### config.mk
export PLATFORM = sky130hd
export DESIGN_NAME = sar_device_flat
export DESIGN_NICKNAME = d
export VERILOG_FILES = /design/src/pkg/sar_pkg.sv /design/src/pkg/sar_if.sv /design/src/rtl/sar_device.sv /design/src/flat_wrapper.sv
export VERILOG_INCLUDE_DIRS = /design/src /design/src/pkg
export SDC_FILE = /design/constraint.sdc
export NUM_CORES = 1
export LEC_CHECK = 0
export BUFFER_PORTS_ARGS = -buffer_cell sky130_fd_sc_hd__buf_2
export CAP_MARGIN = 20
export CORE_MARGIN = 2
export CORE_UTILIZATION = 53
export DETAILED_ROUTE_END_ITERATION = 7
export GPL_TIMING_DRIVEN = 0
export PLACE_DENSITY = 0.79
export SETUP_SLACK_MARGIN = 0.15
export SKIP_CTS_REPAIR_TIMING = 1
export SLEW_MARGIN = 20
export SYNTH_ARGS = -nofsm -noshare
export SYNTH_HDL_FRONTEND = slang
export SYNTH_SLANG_ARGS = --single-unit
### constraint.sdc
create_clock -name ref_clk -period 3.93 [get_ports ref_clk]
set_clock_uncertainty 0.05 [all_clocks]
set_input_delay 0.786 -clock ref_clk [delete_from_list [all_inputs] [get_ports ref_clk]]
set_output_delay 0.786 -clock ref_clk [all_outputs]
set_load 0.01 [all_outputs]
### src/pkg/sar_defines.svh
// timing counts, widths and bit layouts shared by both converter ends
// assumes inclusion by bare name from the package and the modules
`ifndef SAR_DEFINES_SVH
`define SAR_DEFINES_SVH
`define CODE_W 13
`define SIGN_BIT 12
`define CODE_MAX 14'sh0fff
`define CODE_MIN 14'sh3000
`define TEST_MASK 13'h006c
`define ACQ_CYCLES 7
`define AZ_CYCLES 26
`define CAL_CYCLES 1396
`define HOST_WR_LOW 3
`define HOST_CAL_LOW 3
`define HOST_RD_LOW 6
`define HOST_GUARD 8
`define HOST_SETTLE 5000
`endif

### src/pkg/sar_pkg.sv
// types shared by the device end and the host end of the converter port
// assumes the defines header is on the include path
`include "sar_defines.svh"
package sar_pkg;
  typedef logic signed [`CODE_W-1:0] code_type;
  typedef enum logic [2:0] {
    DEV_IDLE = 3'b000,
    DEV_CAL = 3'b001,
    DEV_AZ = 3'b010,
    DEV_ACQ = 3'b011,
    DEV_CONV = 3'b100
  } dev_state_type;
  typedef enum logic [2:0] {
    H_SETTLE = 3'b000,
    H_IDLE = 3'b001,
    H_START = 3'b010,
    H_WR_HOLD = 3'b011,
    H_CAL = 3'b100,
    H_WAIT_EOC = 3'b101,
    H_WAIT_INT = 3'b110,
    H_READ = 3'b111
  } host_state_type;
endpackage : sar_pkg

### src/pkg/sar_if.sv
// parallel control port between host and converter
// assumes one clock for both ends; undriven bus bits read high (pull-up)
`timescale 1ns/100ps
`include "sar_defines.svh"
interface sar_if (
  input wire logic ref_clk
);
  logic cs_n;
  logic wr_n;
  logic rd_n;
  logic cal_n;
  logic offset_null_request_n;
  logic eoc;
  logic int_n;
  logic [`CODE_W-1:0] bus_out;
  logic [`CODE_W-1:0] bus_oe_n;
  wire [`CODE_W-1:0] result_bus;
  genvar i;
  generate
    for (i = 0; i < `CODE_W; i++) begin : g_bus
      assign result_bus[i] = bus_oe_n[i] ? 1'b1 : bus_out[i];
    end
  endgenerate
  modport device (
    input cs_n,
    input wr_n,
    input rd_n,
    input cal_n,
    input offset_null_request_n,
    output eoc,
    output int_n,
    output bus_out,
    output bus_oe_n
  );
  modport host (
    output cs_n,
    output wr_n,
    output rd_n,
    output cal_n,
    output offset_null_request_n,
    input eoc,
    input int_n,
    input result_bus
  );
endinterface : sar_if

### src/rtl/sar_device.sv
// converter control sequencer: calibration, offset null, acquisition, sar
// assumes sample_code/offset_code come from the front end on ref_clk;
// rst_n stands in for power-up
// Function
// - write pulse with select starts plain conversion
// - offset-null low adds null cycle first
// - select and read low drive result
// - select and calibrate low: test outputs driven
// - host never enters test mode
// - new start resets logic, aborts conversion
// - start during sampling needs recalibration
// - calibration cannot be aborted once begun
// - power-up calibration of 1396 clocks
// - host recalibrates once after settling
// - calibration correction stored, applied every conversion
// - result saturates to -4096 .. 4095
// - hold command seven clocks after write rise
// - host nulls offset on temperature change
// - calibrate pulse with select, read, write high
// - conversion-active low during conversion and calibration
// - result-ready low on latch, high on read/start
// - offset null adds 26 clocks
`timescale 1ns/100ps
`include "sar_defines.svh"
module sar_device #(
  parameter int CAL_CYCLES = `CAL_CYCLES,
  parameter int ACQ_CYCLES = `ACQ_CYCLES,
  parameter int AZ_CYCLES = `AZ_CYCLES
) (
  input wire logic ref_clk,
  input wire logic rst_n,
  sar_if.device link,
  input wire sar_pkg::code_type sample_code,
  input wire sar_pkg::code_type offset_code,
  output logic track_enable
);
  import sar_pkg::*;

  dev_state_type state_reg;
  logic [10:0] cnt_reg;
  logic [3:0] bit_reg;
  logic az_reg;
  code_type corr_reg;
  code_type hold_reg;
  code_type trial_reg;
  code_type result_reg;
  logic done_reg;
  logic eoc_reg;
  logic int_n_reg;
  logic [`CODE_W-1:0] out_reg;
  logic [`CODE_W-1:0] oe_n_reg;
  logic track_reg;
  logic [4:0] meta_reg;
  logic [4:0] sync_reg;
  logic [4:0] prev_reg;

  logic cs_n_s;
  logic wr_n_s;
  logic rd_n_s;
  logic cal_n_s;
  logic az_n_s;
  logic start_low;
  logic start_rise;
  logic cal_fall;
  logic read_cond;
  logic test_cond;
  logic busy_cal;
  logic signed [`CODE_W:0] diff;
  code_type target;
  code_type test_val;

  // pins from the host are treated as foreign: two flops before use
  always_ff @(posedge ref_clk) begin
    if (!rst_n) begin
      meta_reg <= 5'h1f;
      sync_reg <= 5'h1f;
      prev_reg <= 5'h1f;
    end else begin
      meta_reg <= {link.cs_n, link.wr_n, link.rd_n, link.cal_n, link.offset_null_request_n};
      sync_reg <= meta_reg;
      prev_reg <= sync_reg;
    end
  end

  assign cs_n_s = sync_reg[4];
  assign wr_n_s = sync_reg[3];
  assign rd_n_s = sync_reg[2];
  assign cal_n_s = sync_reg[1];
  assign az_n_s = sync_reg[0];
  assign busy_cal = (state_reg == DEV_CAL);
  assign start_low = !cs_n_s && !wr_n_s && rd_n_s && cal_n_s;
  assign start_rise = !prev_reg[3] && wr_n_s && !cs_n_s && rd_n_s && cal_n_s;
  assign cal_fall = prev_reg[1] && !cal_n_s && cs_n_s;
  assign read_cond = !cs_n_s && !rd_n_s && wr_n_s && cal_n_s;
  assign test_cond = !cs_n_s && !cal_n_s && rd_n_s;

  // correction applied to the held sample, then clamped to the code span
  assign diff = {hold_reg[`SIGN_BIT], hold_reg} - {corr_reg[`SIGN_BIT], corr_reg};
  always_comb begin
    if (diff > `CODE_MAX) begin
      target = 13'h0fff;
    end else if (diff < `CODE_MIN) begin
      target = 13'h1000;
    end else begin
      target = diff[`CODE_W-1:0];
    end
  end
  assign test_val = trial_reg | code_type'(13'h0001 << bit_reg);

  // sequencing; calibration ignores every control input until it ends
  always_ff @(posedge ref_clk) begin
    if (!rst_n) begin
      state_reg <= DEV_CAL;
      cnt_reg <= 11'(CAL_CYCLES - 1);
      bit_reg <= 4'h0;
      az_reg <= 1'b0;
    end else begin
      case (state_reg)
        DEV_CAL: begin
          if (cnt_reg == 11'h000) begin
            state_reg <= DEV_IDLE;
          end else begin
            cnt_reg <= cnt_reg - 11'h001;
          end
        end
        DEV_IDLE, DEV_AZ, DEV_ACQ, DEV_CONV: begin
          if (start_low) begin
            state_reg <= DEV_IDLE;
          end else if (cal_fall) begin
            state_reg <= DEV_CAL;
            cnt_reg <= 11'(CAL_CYCLES - 1);
          end else if (start_rise) begin
            az_reg <= !az_n_s;
            if (!az_n_s) begin
              state_reg <= DEV_AZ;
              cnt_reg <= 11'(AZ_CYCLES - 1);
            end else begin
              state_reg <= DEV_ACQ;
              cnt_reg <= 11'(ACQ_CYCLES - 1);
            end
          end else if (state_reg == DEV_AZ) begin
            if (cnt_reg == 11'h000) begin
              state_reg <= DEV_ACQ;
              cnt_reg <= 11'(ACQ_CYCLES - 1);
            end else begin
              cnt_reg <= cnt_reg - 11'h001;
            end
          end else if (state_reg == DEV_ACQ) begin
            if (cnt_reg == 11'h000) begin
              state_reg <= DEV_CONV;
              bit_reg <= 4'(`SIGN_BIT);
            end else begin
              cnt_reg <= cnt_reg - 11'h001;
            end
          end else if (state_reg == DEV_CONV) begin
            if (bit_reg == 4'h0) begin
              state_reg <= DEV_IDLE;
            end else begin
              bit_reg <= bit_reg - 4'h1;
            end
          end
        end
        default: begin
          state_reg <= DEV_IDLE;
        end
      endcase
    end
  end

  // corrections: full calibration and offset null both store the offset
  always_ff @(posedge ref_clk) begin
    if (!rst_n) begin
      corr_reg <= 13'h0000;
    end else if (busy_cal && cnt_reg == 11'h000) begin
      corr_reg <= offset_code;
    end else if (state_reg == DEV_AZ && cnt_reg == 11'h000 && !start_low && !cal_fall) begin
      corr_reg <= offset_code;
    end
  end

  // hold command and successive approximation, sign decided first
  always_ff @(posedge ref_clk) begin
    if (!rst_n) begin
      hold_reg <= 13'h0000;
      trial_reg <= 13'h0000;
      result_reg <= 13'h0000;
      done_reg <= 1'b0;
    end else begin
      done_reg <= 1'b0;
      if (state_reg == DEV_ACQ && cnt_reg == 11'h000 && !start_low && !cal_fall) begin
        hold_reg <= sample_code;
        trial_reg <= 13'h0000;
      end else if (state_reg == DEV_CONV && !start_low && !cal_fall && !start_rise) begin
        if (bit_reg == 4'(`SIGN_BIT)) begin
          trial_reg <= {target[`SIGN_BIT], 12'h000};
        end else if (bit_reg == 4'h0) begin
          result_reg <= (test_val <= target) ? test_val : trial_reg;
          done_reg <= 1'b1;
        end else if (test_val <= target) begin
          trial_reg <= test_val;
        end
      end
    end
  end

  // status pins; a latch event beats a read that lands with it
  always_ff @(posedge ref_clk) begin
    if (!rst_n) begin
      eoc_reg <= 1'b0;
      int_n_reg <= 1'b1;
      track_reg <= 1'b0;
    end else begin
      eoc_reg <= !(state_reg == DEV_CAL || state_reg == DEV_CONV) || done_reg;
      track_reg <= (state_reg == DEV_ACQ);
      if (done_reg) begin
        int_n_reg <= 1'b0;
      end else if (read_cond || start_low || (cal_fall && !busy_cal)) begin
        int_n_reg <= 1'b1;
      end
    end
  end

  // output bus drive; test mode shows the three sequencer state bits and the null flag on four bits
  always_ff @(posedge ref_clk) begin
    if (!rst_n) begin
      out_reg <= 13'h0000;
      oe_n_reg <= 13'h1fff;
    end else if (read_cond) begin
      out_reg <= result_reg;
      oe_n_reg <= 13'h0000;
    end else if (test_cond) begin
      out_reg <= {6'h00, state_reg[2], state_reg[1], 1'b0, state_reg[0], az_reg, 2'b00};
      oe_n_reg <= ~(`TEST_MASK);
    end else begin
      out_reg <= 13'h0000;
      oe_n_reg <= 13'h1fff;
    end
  end

  assign link.eoc = eoc_reg;
  assign link.int_n = int_n_reg;
  assign link.bus_out = out_reg;
  assign link.bus_oe_n = oe_n_reg;
  assign track_enable = track_reg;
endmodule : sar_device

### src/flat_wrapper.sv
// flat-port wrapper written by rule: the top's interface ports become plain ports
module sar_device_flat import sar_pkg::*;
#(
  parameter int CAL_CYCLES = `CAL_CYCLES,
  parameter int ACQ_CYCLES = `ACQ_CYCLES,
  parameter int AZ_CYCLES = `AZ_CYCLES
)
  (ref_clk, rst_n, sample_code, offset_code, track_enable, link_cs_n, link_wr_n, link_rd_n, link_cal_n, link_offset_null_request_n, link_eoc, link_int_n, link_bus_out, link_bus_oe_n);
  sar_if link_i (.ref_clk(ref_clk));
  input wire logic ref_clk;
  input wire logic rst_n;
  input wire sar_pkg::code_type sample_code;
  input wire sar_pkg::code_type offset_code;
  output logic track_enable;
  input wire logic [$bits(link_i.cs_n)-1:0] link_cs_n;
  input wire logic [$bits(link_i.wr_n)-1:0] link_wr_n;
  input wire logic [$bits(link_i.rd_n)-1:0] link_rd_n;
  input wire logic [$bits(link_i.cal_n)-1:0] link_cal_n;
  input wire logic [$bits(link_i.offset_null_request_n)-1:0] link_offset_null_request_n;
  output wire logic [$bits(link_i.eoc)-1:0] link_eoc;
  output wire logic [$bits(link_i.int_n)-1:0] link_int_n;
  output wire logic [$bits(link_i.bus_out)-1:0] link_bus_out;
  output wire logic [$bits(link_i.bus_oe_n)-1:0] link_bus_oe_n;
  assign link_i.cs_n = link_cs_n;
  assign link_i.wr_n = link_wr_n;
  assign link_i.rd_n = link_rd_n;
  assign link_i.cal_n = link_cal_n;
  assign link_i.offset_null_request_n = link_offset_null_request_n;
  assign link_eoc = link_i.eoc;
  assign link_int_n = link_i.int_n;
  assign link_bus_out = {>>{link_i.bus_out}};
  assign link_bus_oe_n = {>>{link_i.bus_oe_n}};
  sar_device #(.CAL_CYCLES(CAL_CYCLES), .ACQ_CYCLES(ACQ_CYCLES), .AZ_CYCLES(AZ_CYCLES)) u_core (.ref_clk(ref_clk), .rst_n(rst_n), .link(link_i), .sample_code(sample_code), .offset_code(offset_code), .track_enable(track_enable));
endmodule
# [After elaboration in Yosys (flattened, before gate mapping)]
# Cells that the tools add are included.
# Widths: inputs -> output; s select.
[classes] add_sub_neg=3 n_lt_le_gt_ge=3 eq_ne=15 shift=1 mux=39 n_bitwise=9 n_reduce_logical=56
[op_table] cell="$mux 13" n=9
[op_table] cell="$mux 11" n=7
[op_table] cell="$mux 3" n=10
[op_table] cell="$logic_and 1x1->1" n=25
[op_table] cell="$pmux 11 s2" n=1
[op_table] cell="$mux 4" n=4
[op_table] cell="$gt 14x13->1 const B" n=1
[op_table] cell="$lt 14x13->1 const B" n=1
[op_table] cell="$mux 7" n=2
[op_table] cell="$ne 7x1->1 const B" n=2
[op_table] cell="$sub 13x13->14" n=1
[op_table] cell="$le 13x13->1" n=1
[op_table] cell="$or 13x13->13" n=1
[op_table] cell="$shl 1x4->13 const A" n=1
[op_table] cell="$ne 6x3->1 const B" n=2
[op_table] cell="$logic_not 1->1" n=11
[op_table] cell="$logic_not 11->1" n=1
[op_table] cell="$sub 11x1->11 const B" n=1
[op_table] cell="$not 1->1" n=8
[op_table] cell="$reduce_and 4->1" n=2
[op_table] cell="$reduce_and 8->1" n=1
[op_table] cell="$reduce_bool 2->1" n=4
[op_table] cell="$reduce_or 4->1" n=2
[op_table] cell="$eq 3x2->1 const B" n=2
[op_table] cell="other kinds (17)" n=26
[totals] ff_bits=115 in_bits=33 out_inout_bits=29 elab_cells=143

# [Logic depth before layout (Yosys ltp)]
# Gate-level depths: netlist (run 1).
[logic_depth] depth_word=10 ltp_mapped=17 ltp_nobuf=16

# [Worst setup path after synthesis (run 1)]
# Ideal clock, no wire load.
[synth_timing] kind="reg2reg" from="register u_core.hold_reg[0]" to="register u_core.trial_reg[1]" setup_ns=0.144 t_arrival_ns=3.670 required_time_ns=3.736 slack_ns=0.066 path_stages_with_launch=17 path_buffers=1 period_less_slack_ns=3.864 path_cell_list="dfxtp_1 inv_1 ha_1 fa_1 nor2b_1 o31a_1 o31ai_1 a21oi_1 xnor2_1 clkbuf_1 maj3_1 ha_1 nand2_1 o21bai_1 a211o_1 a41oi_1 o21ai_0"
[synth_between] elab_chain_cells=8 elab_cells_between_ends=9 classes_between="1 x add/sub; 3 x order compare; 5 x mux"
[synth_rtl] item="from (decl)" line="sar_device.sv:44" rtl="code_type hold_reg;"
[synth_rtl] item="from (signal assigned)" line="sar_device.sv:191" rtl="hold_reg <= sample_code;"
[synth_rtl] item="$sub 13x13->14 *" line="sar_device.sv:98" rtl="assign diff = {hold_reg[`SIGN_BIT], hold_reg} - {corr_reg[`SIGN_BIT], corr_reg};"
[synth_rtl] item="$lt 14x13->1 (no source line)"
[synth_rtl] item="$mux 13" line="sar_device.sv:102" rtl="end else if (diff < `CODE_MIN) begin"
[synth_rtl] item="$mux 13 *" line="sar_device.sv:100" rtl="if (diff > `CODE_MAX) begin"
[synth_rtl] item="$le 13x13->1 *" line="sar_device.sv:199" rtl="end else if (test_val <= target) begin"
[synth_rtl] item="$mux 13 * (3 in series)"
[synth_rtl] item="to (signal assigned)" line="sar_device.sv:195" rtl="trial_reg <= {target[`SIGN_BIT], 12'h000};"
[synth_rtl] item="to (signal assigned)" line="sar_device.sv:200" rtl="trial_reg <= test_val;"
[synth_rtl] item="to (decl)" line="sar_device.sv:45" rtl="code_type trial_reg;"
# Mark *: on every way between the ends. The rest lies on a longest branch, timed or not. The select of a mux whose other input is x is not followed.
# A chain may end at the register's enable or synchronous reset.

# [Final worst setup path (run 1)]
[layout_timing] from="register u_core.hold_reg[0]" to="register u_core.trial_reg[7]"
# The elaborated chain is that of the path after synthesis.

==> impl_results.md, run 1 <==
- Critical Path End Type: flip-flop
- Slew Viols, Final: 0
- NetSw: 0.000445 W
- Worst hold stages: 1
- Htree depth: 3
- Die ar.: 10900 um2
- Via count: 4797
- Initial Util: 0.547
- Crit-path slowest cell: fa_2
- Synth warnings: 0
- Peak VDD IR: 0.245 mV
- Lkg Pwr: 2.76 nW
- Max stage delay on crit path: 0.37 ns
- #FFs+latches synth: 102
- Core area: 9770 um2
- Ant diodes: 0
- Rows: 36
- Share of cells above drive strength 1: 0.216
- R2R Setup Slk: -0.07 ns
- Final wirelength: 13200 um
- Worst Reg-to-Reg Cells: 17
- Minimum clock period: 4.00 ns
- Critical Path RT: 4.17 ns
- Syn Std Cell Area: 5350 um2
- EDFF count, synth: 0
- GP Congestion: 0.937
- Critical path depth: 17
- Fin nets: 760
- Fmax: 250 MHz
- RR Endpoint: u_core.trial_reg[7]
- Clock share of power: 0.413
- Dpl cell area: 5830 um2
- Final Hold Fails: 0
- Yosys cell types: 71
- Pre-CTS setup slack: -0.465 ns
- WS Path Type: flip-flop to flip-flop
- Final Core Density: 0.652
- Fin worst setup slack: -0.0710 ns
- Die Y: 104 um
- Initial antenna violation count: 0
- Vias per inst: 5.77
- Worst slew pin tran: 0.803 ns
- Tcrit/Tclk final: 1.02
- Worst-path cell chain: inv_2 -> ha_4 -> fa_2 -> nor2b_2 -> o31a_1 -> o31ai_4 -> a21oi_2 -> xnor2_2 -> buf_4 -> maj3_2 -> ha_4 -> nand4_1 -> nor4_4 -> nand2b_4 -> and3_4 -> a41oi_4 -> o31ai_1
- Antenna Violating Nets Remaining: 0
- Final Setup Violations: 6
- Reg2reg start: u_core.hold_reg[0]
- Failing checks: negative setup slack
- Logic pwr share: 0.055
- Clock-pin slew on the worst setup and hold paths: 0.10 ns
- WP buf/inv: 2
- Mapped Cells: 607
- Hold_sp: u_core.meta_reg[1]
- Max-cap viol count: 0
- Commonest non-fill, non-tap cell in the layout: dfxtp_1
- DPL Wire Length: 9280 um
- Total grt overflow: 0
- Ports: 62
- Seq/Total Area, Yosys: 0.382
- RSZ-0062 raised after global routing: yes
- Top delay family on crit path: adder cells
- TritonRoute pass-1 iters: 5
- Synth-to-Final Area Change: 19.2%
- Gr usage total: 0.231
- CP Max Fanout: 5
- Initial DRC count: 279
- Clk_lat worst skew: 0.37 ns
- Mapped Nets: 674
- DRC viols: 0
- Crit path launch type: flip-flop
- Avg Cell Area, Syn: 8.81 um2
- Bufs on Longest Clock Path: 2
- CTS Buf Count: 9
- Asr flop ratio synth: 0
- Commonest non-fill, non-tap cells in the layout: dfxtp_1 (101), buf_2 (65), nor2_1 (59), nand2_1 (38), a21oi_1 (34)
- Clk sinks: 102
- WHS Endpoint: u_core.sync_reg[1]
- Setup TNS: -0.242 ns
- Post-route cell area: 6380 um2
- # port buffers: 60
- Sw frac: 0.223
- Largest net degree at the start of global routing: 17
- Crit path DAT: 4.24 ns
- Int Power: 0.00155 W
- Synth Flop Type: dfxtp_1
- Vias in the first global route: 4584
- PwrDens: 313 nW/um2
- Root Driver: clkbuf_8
- Die Wd: 104 um
- Sequential power share: 0.532
- First-pass GRT wire length: 20700 um
- Worst min path class: flip-flop to flip-flop
- Max_slew headroom: 0.463
- Outcome: finished, violations left
- Wire per inst: 15.9 um
- CTS tree: built
- Worst path most repeated cell: ha_4
==> layout make-up <==
type                       count  area [um2]
clock buffer                  11         151
multi-input combinational    437        3170
tap                          133         166
sequential                   102        2040
fill                         822        3400
timing repair buffer          74         405
clock inverter                 5         104
inverter                      34         128
buffer                        35         210
==> per-stage QoR <==
step	hold WS, ns	power (W)	instances
2_1_floorplan	0.336	0.00115	607
3_3_place_gp	0.338	0.00119	800
3_5_place_dp	0.342	0.00119	800
4_1_cts	0.365	0.00200	816
5_1_grt	0.382	0.00206	831
6_report	0.363	0.00200	831
==> synth_stat cells, types with 13 or more instances <==
library cell	instances	area (um2)
a21o_1	16	120
a21oi_1	36	180
and2_1	14	87.6
clkbuf_1	14	52.6
dfxtp_1	102	2040
ha_1	33	413
inv_1	33	124
mux2i_1	29	290
nand2_1	38	143
nand2b_1	19	119
nand3_1	13	65.1
nor2_1	59	221
o21ai_0	24	120
==> layer usage <==
| metal | vias to the layer above | GRT usage | routed length [um] |
|---|---|---|---|
| met5 | - | 0 | 0 |
| met4 | 0 | 0.0849 | 362 |
| met3 | 42 | 0.0501 | 805 |
| met2 | 183 | 0.399 | 6510 |
| met1 | 2256 | 0.281 | 5540 |
| li1 | 2316 | - | - |
==> worst register-to-register path, cell delays in order, from the launching register on <==
cell and delay [ns]:
dfxtp_2 0.34, inv_2 0.04, ha_4 0.16, fa_2 0.37, nor2b_2 0.15, o31a_1 0.25, o31ai_4 0.11, a21oi_2 0.22
xnor2_2 0.14, buf_4 0.18, maj3_2 0.34, ha_4 0.28, nand4_1 0.16, nor4_4 0.37, nand2b_4 0.20, and3_4 0.24
a41oi_4 0.06, o31ai_1 0.27
==> power by group through the flow <==
stage                     sequential [W]  clock [W]  combinational, W
after floorplan                  0.00108          0         0.0000680
after global placement           0.00108          0          0.000102
after detailed placement         0.00109          0          0.000107
after CTS                        0.00106   0.000833          0.000108
after global routing             0.00106   0.000879          0.000122
final                            0.00106   0.000823          0.000110
==> how the worst max path moves through the flow <==
stage                        from                    to  slack, ns
2_1_floorplan  u_core.hold_reg[0]  u_core.trial_reg[10]       0.16
3_3_place_gp   u_core.hold_reg[0]  u_core.trial_reg[11]      -0.30
3_5_place_dp   u_core.hold_reg[0]   u_core.trial_reg[9]      -0.46
4_1_cts        u_core.hold_reg[0]   u_core.trial_reg[9]      -0.49
5_1_grt        u_core.corr_reg[0]  u_core.trial_reg[10]      -0.20
6_report       u_core.hold_reg[0]   u_core.trial_reg[7]      -0.07
==> logic make-up after synthesis <==
family | synth area share
AOI/OAI and AO/OA | 0.183
xor gates and xnor gates | 0.0213
adders and majority gates | 0.103
buffers and inverters | 0.0615
DFF | 0.382
muxes | 0.0543
and+or+nand+nor | 0.195
Note: power is estimated with default switching activity, not from simulation.
==> run 2: changes to the inputs <==
Settings changed: PLACE_DENSITY 0.79 to 0.75.
==> impl_results.md, run 2 (synthesis gave the netlist of run 1 again) <==
- Outcome: finished, violations left
- Failing checks: negative setup slack
- Fin worst setup slack: -0.0537 ns
- Initial DRC count: 231
- Crit path launch type: flip-flop
- Lkg Pwr: 2.72 nW
- Max stage delay on crit path: 0.37 ns
- Setup TNS: -0.130 ns
- Root Driver: clkbuf_8
- Largest net degree at the start of global routing: 17
- Initial antenna violation count: 0
- Final Setup Violations: 4
- Die Y: 104 um
- Critical Path RT: 4.16 ns
- Max-cap viol count: 0
- Via count: 4603
- Crit-path slowest cell: fa_2
- Tcrit/Tclk final: 1.01
- Critical Path End Type: flip-flop
- Antenna Violating Nets Remaining: 0
- Reg2reg start: u_core.hold_reg[0]
- Worst min path class: flip-flop to flip-flop
- Non-Filler Instances: 828
- Pre-CTS setup slack: -0.402 ns
- Slew Viols, Final: 0
- Cells after DPL: 800
- Peak VDD IR: 0.289 mV
- Final wirelength: 12600 um
- Crit path to: u_core.trial_reg[6]
- Gr usage total: 0.224
- Max_slew headroom: 0.438
- Vias per inst: 5.56
- Initial Util: 0.547
- Clock-pin slew on the worst setup and hold paths: 0.10 ns
- Dpl cell area: 5830 um2
- Minimum clock period: 3.98 ns
- # port buffers: 60
- GP Congestion: 0.977
- Total grt overflow: 0
- Final Hold Fails: 0
- Total chip power: 0.00186 W
- Die ar.: 10900 um2
- DRC viols: 0
- PwrDens: 292 nW/um2
- Vias in the first global route: 4318
- Wire per inst: 15.2 um
- Rows: 36
- Core area: 9770 um2
- Worst slew pin tran: 0.841 ns
- CTS tree: built
- Bufs on Longest Clock Path: 2
- Fmax: 251 MHz
- WS Path Type: flip-flop to flip-flop
- Commonest non-fill, non-tap cell in the layout: dfxtp_1
- Worst Reg-to-Reg Cells: 17
- Clk_lat worst skew: 0.37 ns
- Die Wd: 104 um
- Crit. Startpoint: u_core.hold_reg[0]
- Fin nets: 757
- R2R Setup Slk: -0.05 ns
- Clk sinks: 102
- First-pass GRT wire length: 20000 um
- Worst-path cell chain: inv_2 -> ha_4 -> fa_2 -> nor2b_2 -> o31a_1 -> o31ai_4 -> a21oi_2 -> xnor2_2 -> buf_6 -> maj3_1 -> ha_1 -> nand4_1 -> nor4_4 -> nand2b_4 -> and3_4 -> a41oi_4 -> o31ai_1
- RSZ-0062 raised after global routing: yes
- CP Max Fanout: 5
- TritonRoute pass-1 iters: 5
- DPL Wire Length: 9050 um
- Crit path DAT: 4.21 ns
- Ant diodes: 0
- Ports: 62
- CTS Buf Count: 9
- Share of cells above drive strength 1: 0.220
- Htree depth: 3
- Post-route cell area: 6370 um2
- Commonest non-fill, non-tap cells in the layout: dfxtp_1 (101), buf_2 (64), nor2_1 (59), nand2_1 (38), a21oi_1 (34)
- Synth-to-Final Area Change: 19.1%
- RR Endpoint: u_core.trial_reg[6]
run 2: worst min path at each step:
stage                             startpoint                  to  slack (ns)  cells past startpoint
after floorplan           u_core.meta_reg[0]  u_core.sync_reg[0]        0.34                      1
after global placement    u_core.meta_reg[0]  u_core.sync_reg[0]        0.34                      1
after detailed placement  u_core.meta_reg[0]  u_core.sync_reg[0]        0.34                      1
after CTS                 u_core.meta_reg[2]  u_core.sync_reg[2]        0.36                      1
after global routing      u_core.meta_reg[4]  u_core.sync_reg[4]        0.38                      1
final                     u_core.meta_reg[3]  u_core.sync_reg[3]        0.36                      1
run 2: power breakdown:
| part | internal, W | switching [W] | leakage [nW] | total (W) |
|---|---|---|---|---|
| logic | 0.0000434 | 0.0000641 | 1.80 | 0.000107 |
| clock network | 0.000332 | 0.000360 | 0.0992 | 0.000692 |
| registers | 0.00105 | 0.0000137 | 0.826 | 0.00106 |
| total | 0.00142 | 0.000438 | 2.72 | 0.00186 |
run 2: cell type report:
class                   instances  area (um2)
plain buffers                  35         213
flip-flops and latches        102        2040
clock buffers                  12         155
well taps                     133         166
fillers                       836        3400
multi-input cells             437        3230
clock inverters                 4        53.8
inverters                      34         128
repair buffers                 71         383
run 2: critical path, delay by kind of cell (launching register included):
kind	cells	cell delay, ns
buf+inv	2	0.19
fa+ha+maj	4	1.17
compound gates	5	0.90
flops	1	0.34
simple gates	5	1.12
xor+xnor	1	0.13
run 2: layer usage:
layer / GRT usage / vias to the layer above / part of all wire
met5: 0 / - / 0
met4: 0.0849 / 0 / 0.016
met3: 0.0476 / 14 / 0.057
met2: 0.372 / 156 / 0.47
met1: 0.286 / 2124 / 0.45
li1: - / 2309 / -
run 2: metrics by stage:
step,hold slack [ns],util
final,0.361,0.652
after CTS,0.360,0.618
after global routing,0.379,0.652
after global placement,0.338,0.596
after floorplan,0.336,-
after detailed placement,0.343,0.596
==> run 3: changes to the inputs <==
Settings changed: ABC_AREA set to 1.
==> impl_results.md, run 3 <==
- Outcome: completed
- Ant diodes: 0
- Critical Path End Type: flip-flop
- Bufs on Longest Clock Path: 2
- Peak VDD IR: 0.191 mV
- Fmax: 287 MHz
- Clock share of power: 0.364
- NetSw: 0.000445 W
- Final Setup Violations: 0
- CTS tree: built
- Final Core Density: 0.623
- DRC viols: 0
- WL met3: 822 um
- Core area: 10400 um2
- Max_slew headroom: 0.621
- Wire per inst: 13.1 um
- Dpl cell area: 6190 um2
- First-pass GRT wire length: 22300 um
- Mapped Cells: 806
- RR Endpoint: u_core.trial_reg[5]
- Setup TNS: 0 ns
- Ports: 62
- Minimum clock period: 3.48 ns
- Seq/Total Area, Yosys: 0.358
- Synth-to-Final Area Change: 13.7%
- Tcrit/Tclk final: 0.885
- Cell with the most instances after synthesis: nand2_1
- Max stage delay on crit path: 0.40 ns
- Total grt overflow: 0
- CP Max Fanout: 10
- Initial DRC count: 511
- Worst slew pin tran: 0.568 ns
- Top cell types by occurrence after synthesis: nand2_1 (132), nor2_1 (117), dfxtp_1 (102), inv_1 (96), o21ai_0 (58)
- Metal2 WL: 6670 um
- CTS Buf Count: 9
- Largest net degree at the start of global routing: 17
- Initial Util: 0.548
- DPL Wire Length: 10300 um
- Initial antenna violation count: 0
- Share of the synthesized area in the top cell type: 0.358
- TritonRoute pass-1 iters: 8
- Commonest non-fill, non-tap cell in the layout: nand2_1
- Vias in the first global route: 5037
- Lkg Pwr: 3.04 nW
- EDFF count, synth: 0
- Yosys cell types: 44
- WS Path Type: flip-flop to flip-flop
- Die Wd: 108 um
- GP Congestion: 0.966
- Final Hold Fails: 0
- Sw frac: 0.241
- Top layer in use: met4
- Post-route cell area: 6490 um2
- Via count: 5420
- Clock-pin slew on the worst setup and hold paths: 0.10 ns
- Sequential power share: 0.573
- Die ar.: 11600 um2
- Crit path launch type: flip-flop
- Worst hold stages: 1
- Worst path most repeated cell: nand2_1
- Rows: 37
- Share of cells above drive strength 1: 0.205
- R2R Setup Slk: 0.45 ns
- #FFs+latches synth: 102
- Synth warnings: 0
- Clk sinks: 102
- Area leader, netlist: dfxtp_1
- Fin nets: 948
- M1 wire length: 5650 um
- Synth Flop Type: dfxtp_1
- Crit path DAT: 3.69 ns
- Antenna Violating Nets Remaining: 0
- Htree depth: 3
- Root Driver: clkbuf_8
- Gr usage total: 0.239
- # port buffers: 61
- Avg Cell Area, Syn: 7.08 um2
- Worst min path class: flip-flop to flip-flop
- Critical Path RT: 4.14 ns
- Int Power: 0.00140 W
- Crit. Startpoint: u_core.hold_reg[0]
- Vias per inst: 5.30
- Clk_lat worst skew: 0.37 ns
- Worst Reg-to-Reg Cells: 25
- Slew Viols, Final: 0
- Mapped Nets: 873
- Reg2reg start: u_core.hold_reg[0]
- Commonest non-fill, non-tap cells in the layout: nand2_1 (128), nor2_1 (115), dfxtp_1 (102), inv_1 (96), buf_2 (69)
- Die Y: 108 um
- RSZ-0062 raised after global routing: no
- WHS Endpoint: u_core.sync_reg[1]
- Crit-path slowest cell: fa_2
- Logic pwr share: 0.063
- Syn Std Cell Area: 5710 um2
- Hold_sp: u_core.meta_reg[1]
- Final wirelength: 13400 um
- Asr flop ratio synth: 0
- PwrDens: 285 nW/um2
- Max-cap viol count: 0
- Synth top area cells: dfxtp_1 (36%), nand2_1 (8.7%), nor2_1 (7.7%)
## run 3: changes by cell type after synthesis, sizes merged, moves of 14 or more
cell	delta
a21o	-16
a21oi	+23
and2	-14
inv	+74
mux2i	-29
nand2	+100
nand2b	-19
nand3	+30
nand4	+14
nor2	+70
o21ai	+59
## run 3: worst max-delay path, delay by kind of cell, from the launching register on
family | cells | cell delay, ns
AOI/OAI and AO/OA | 2 | 0.30
adders and majority gates | 3 | 0.87
buffers and inverters | 4 | 0.44
DFF | 1 | 0.32
and+or+nand+nor | 16 | 1.35
## run 3: metal layers
layer  GRT usage  vias to the layer above
met5           0                        -
met3      0.0400                       24
met2       0.426                      194
met1       0.287                     2448
li1            -                     2754
met4      0.0852                        0
## run 3: worst max path at each step
stage | slack [ns] | endpoint | cells past startpoint
finish | 0.45 | u_core.trial_reg[5] | 25
global placement | 0.21 | u_core.result_reg[3] | 22
floorplan | 0.63 | u_core.trial_reg[8] | 23
detailed placement | 0.15 | u_core.result_reg[5] | 22
CTS | 0.12 | u_core.result_reg[11] | 21
global route | 0.06 | u_core.result_reg[2] | 18
## run 3: final cells by class
class                           count  area, um2
Fill cell                         975       3930
Multi-Input combinational cell    559       3090
Sequential cell                   102       2040
Inverter                          109        412
Timing Repair Buffer               64        328
Buffer                             36        250
Tap cell                          136        170
Clock buffer                       10        138
Clock inverter                      6       61.3
## run 3: power by group through the flow
stage | Clock [W] | Sequential, W | Combinational [W]
floorplan | 0 | 0.00108 | 0.0000765
global placement | 0 | 0.00108 | 0.000111
detailed placement | 0 | 0.00108 | 0.000114
CTS | 0.000684 | 0.00106 | 0.000115
global route | 0.000727 | 0.00106 | 0.000131
finish | 0.000673 | 0.00106 | 0.000116
## run 3: per-stage QoR
step / worst slack (ns) / hold slack, ns / instances / total power [W]
floorplan: 0.631 / 0.343 / 806 / 0.00116
global placement: 0.214 / 0.349 / 1003 / 0.00119
detailed placement: 0.148 / 0.351 / 1003 / 0.00120
CTS: 0.117 / 0.369 / 1019 / 0.00186
global route: 0.0631 / 0.389 / 1022 / 0.00192
finish: 0.451 / 0.363 / 1022 / 0.00185
## run 3: logic make-up after synthesis
kind of cell               Yosys count  synth area share
and+or+nand+nor                    358             0.287
buffers and inverters              145             0.112
AOI/OAI and AO/OA                  154             0.148
xor gates and xnor gates            13            0.0199
adders and majority gates           34            0.0758
DFF                                102             0.358
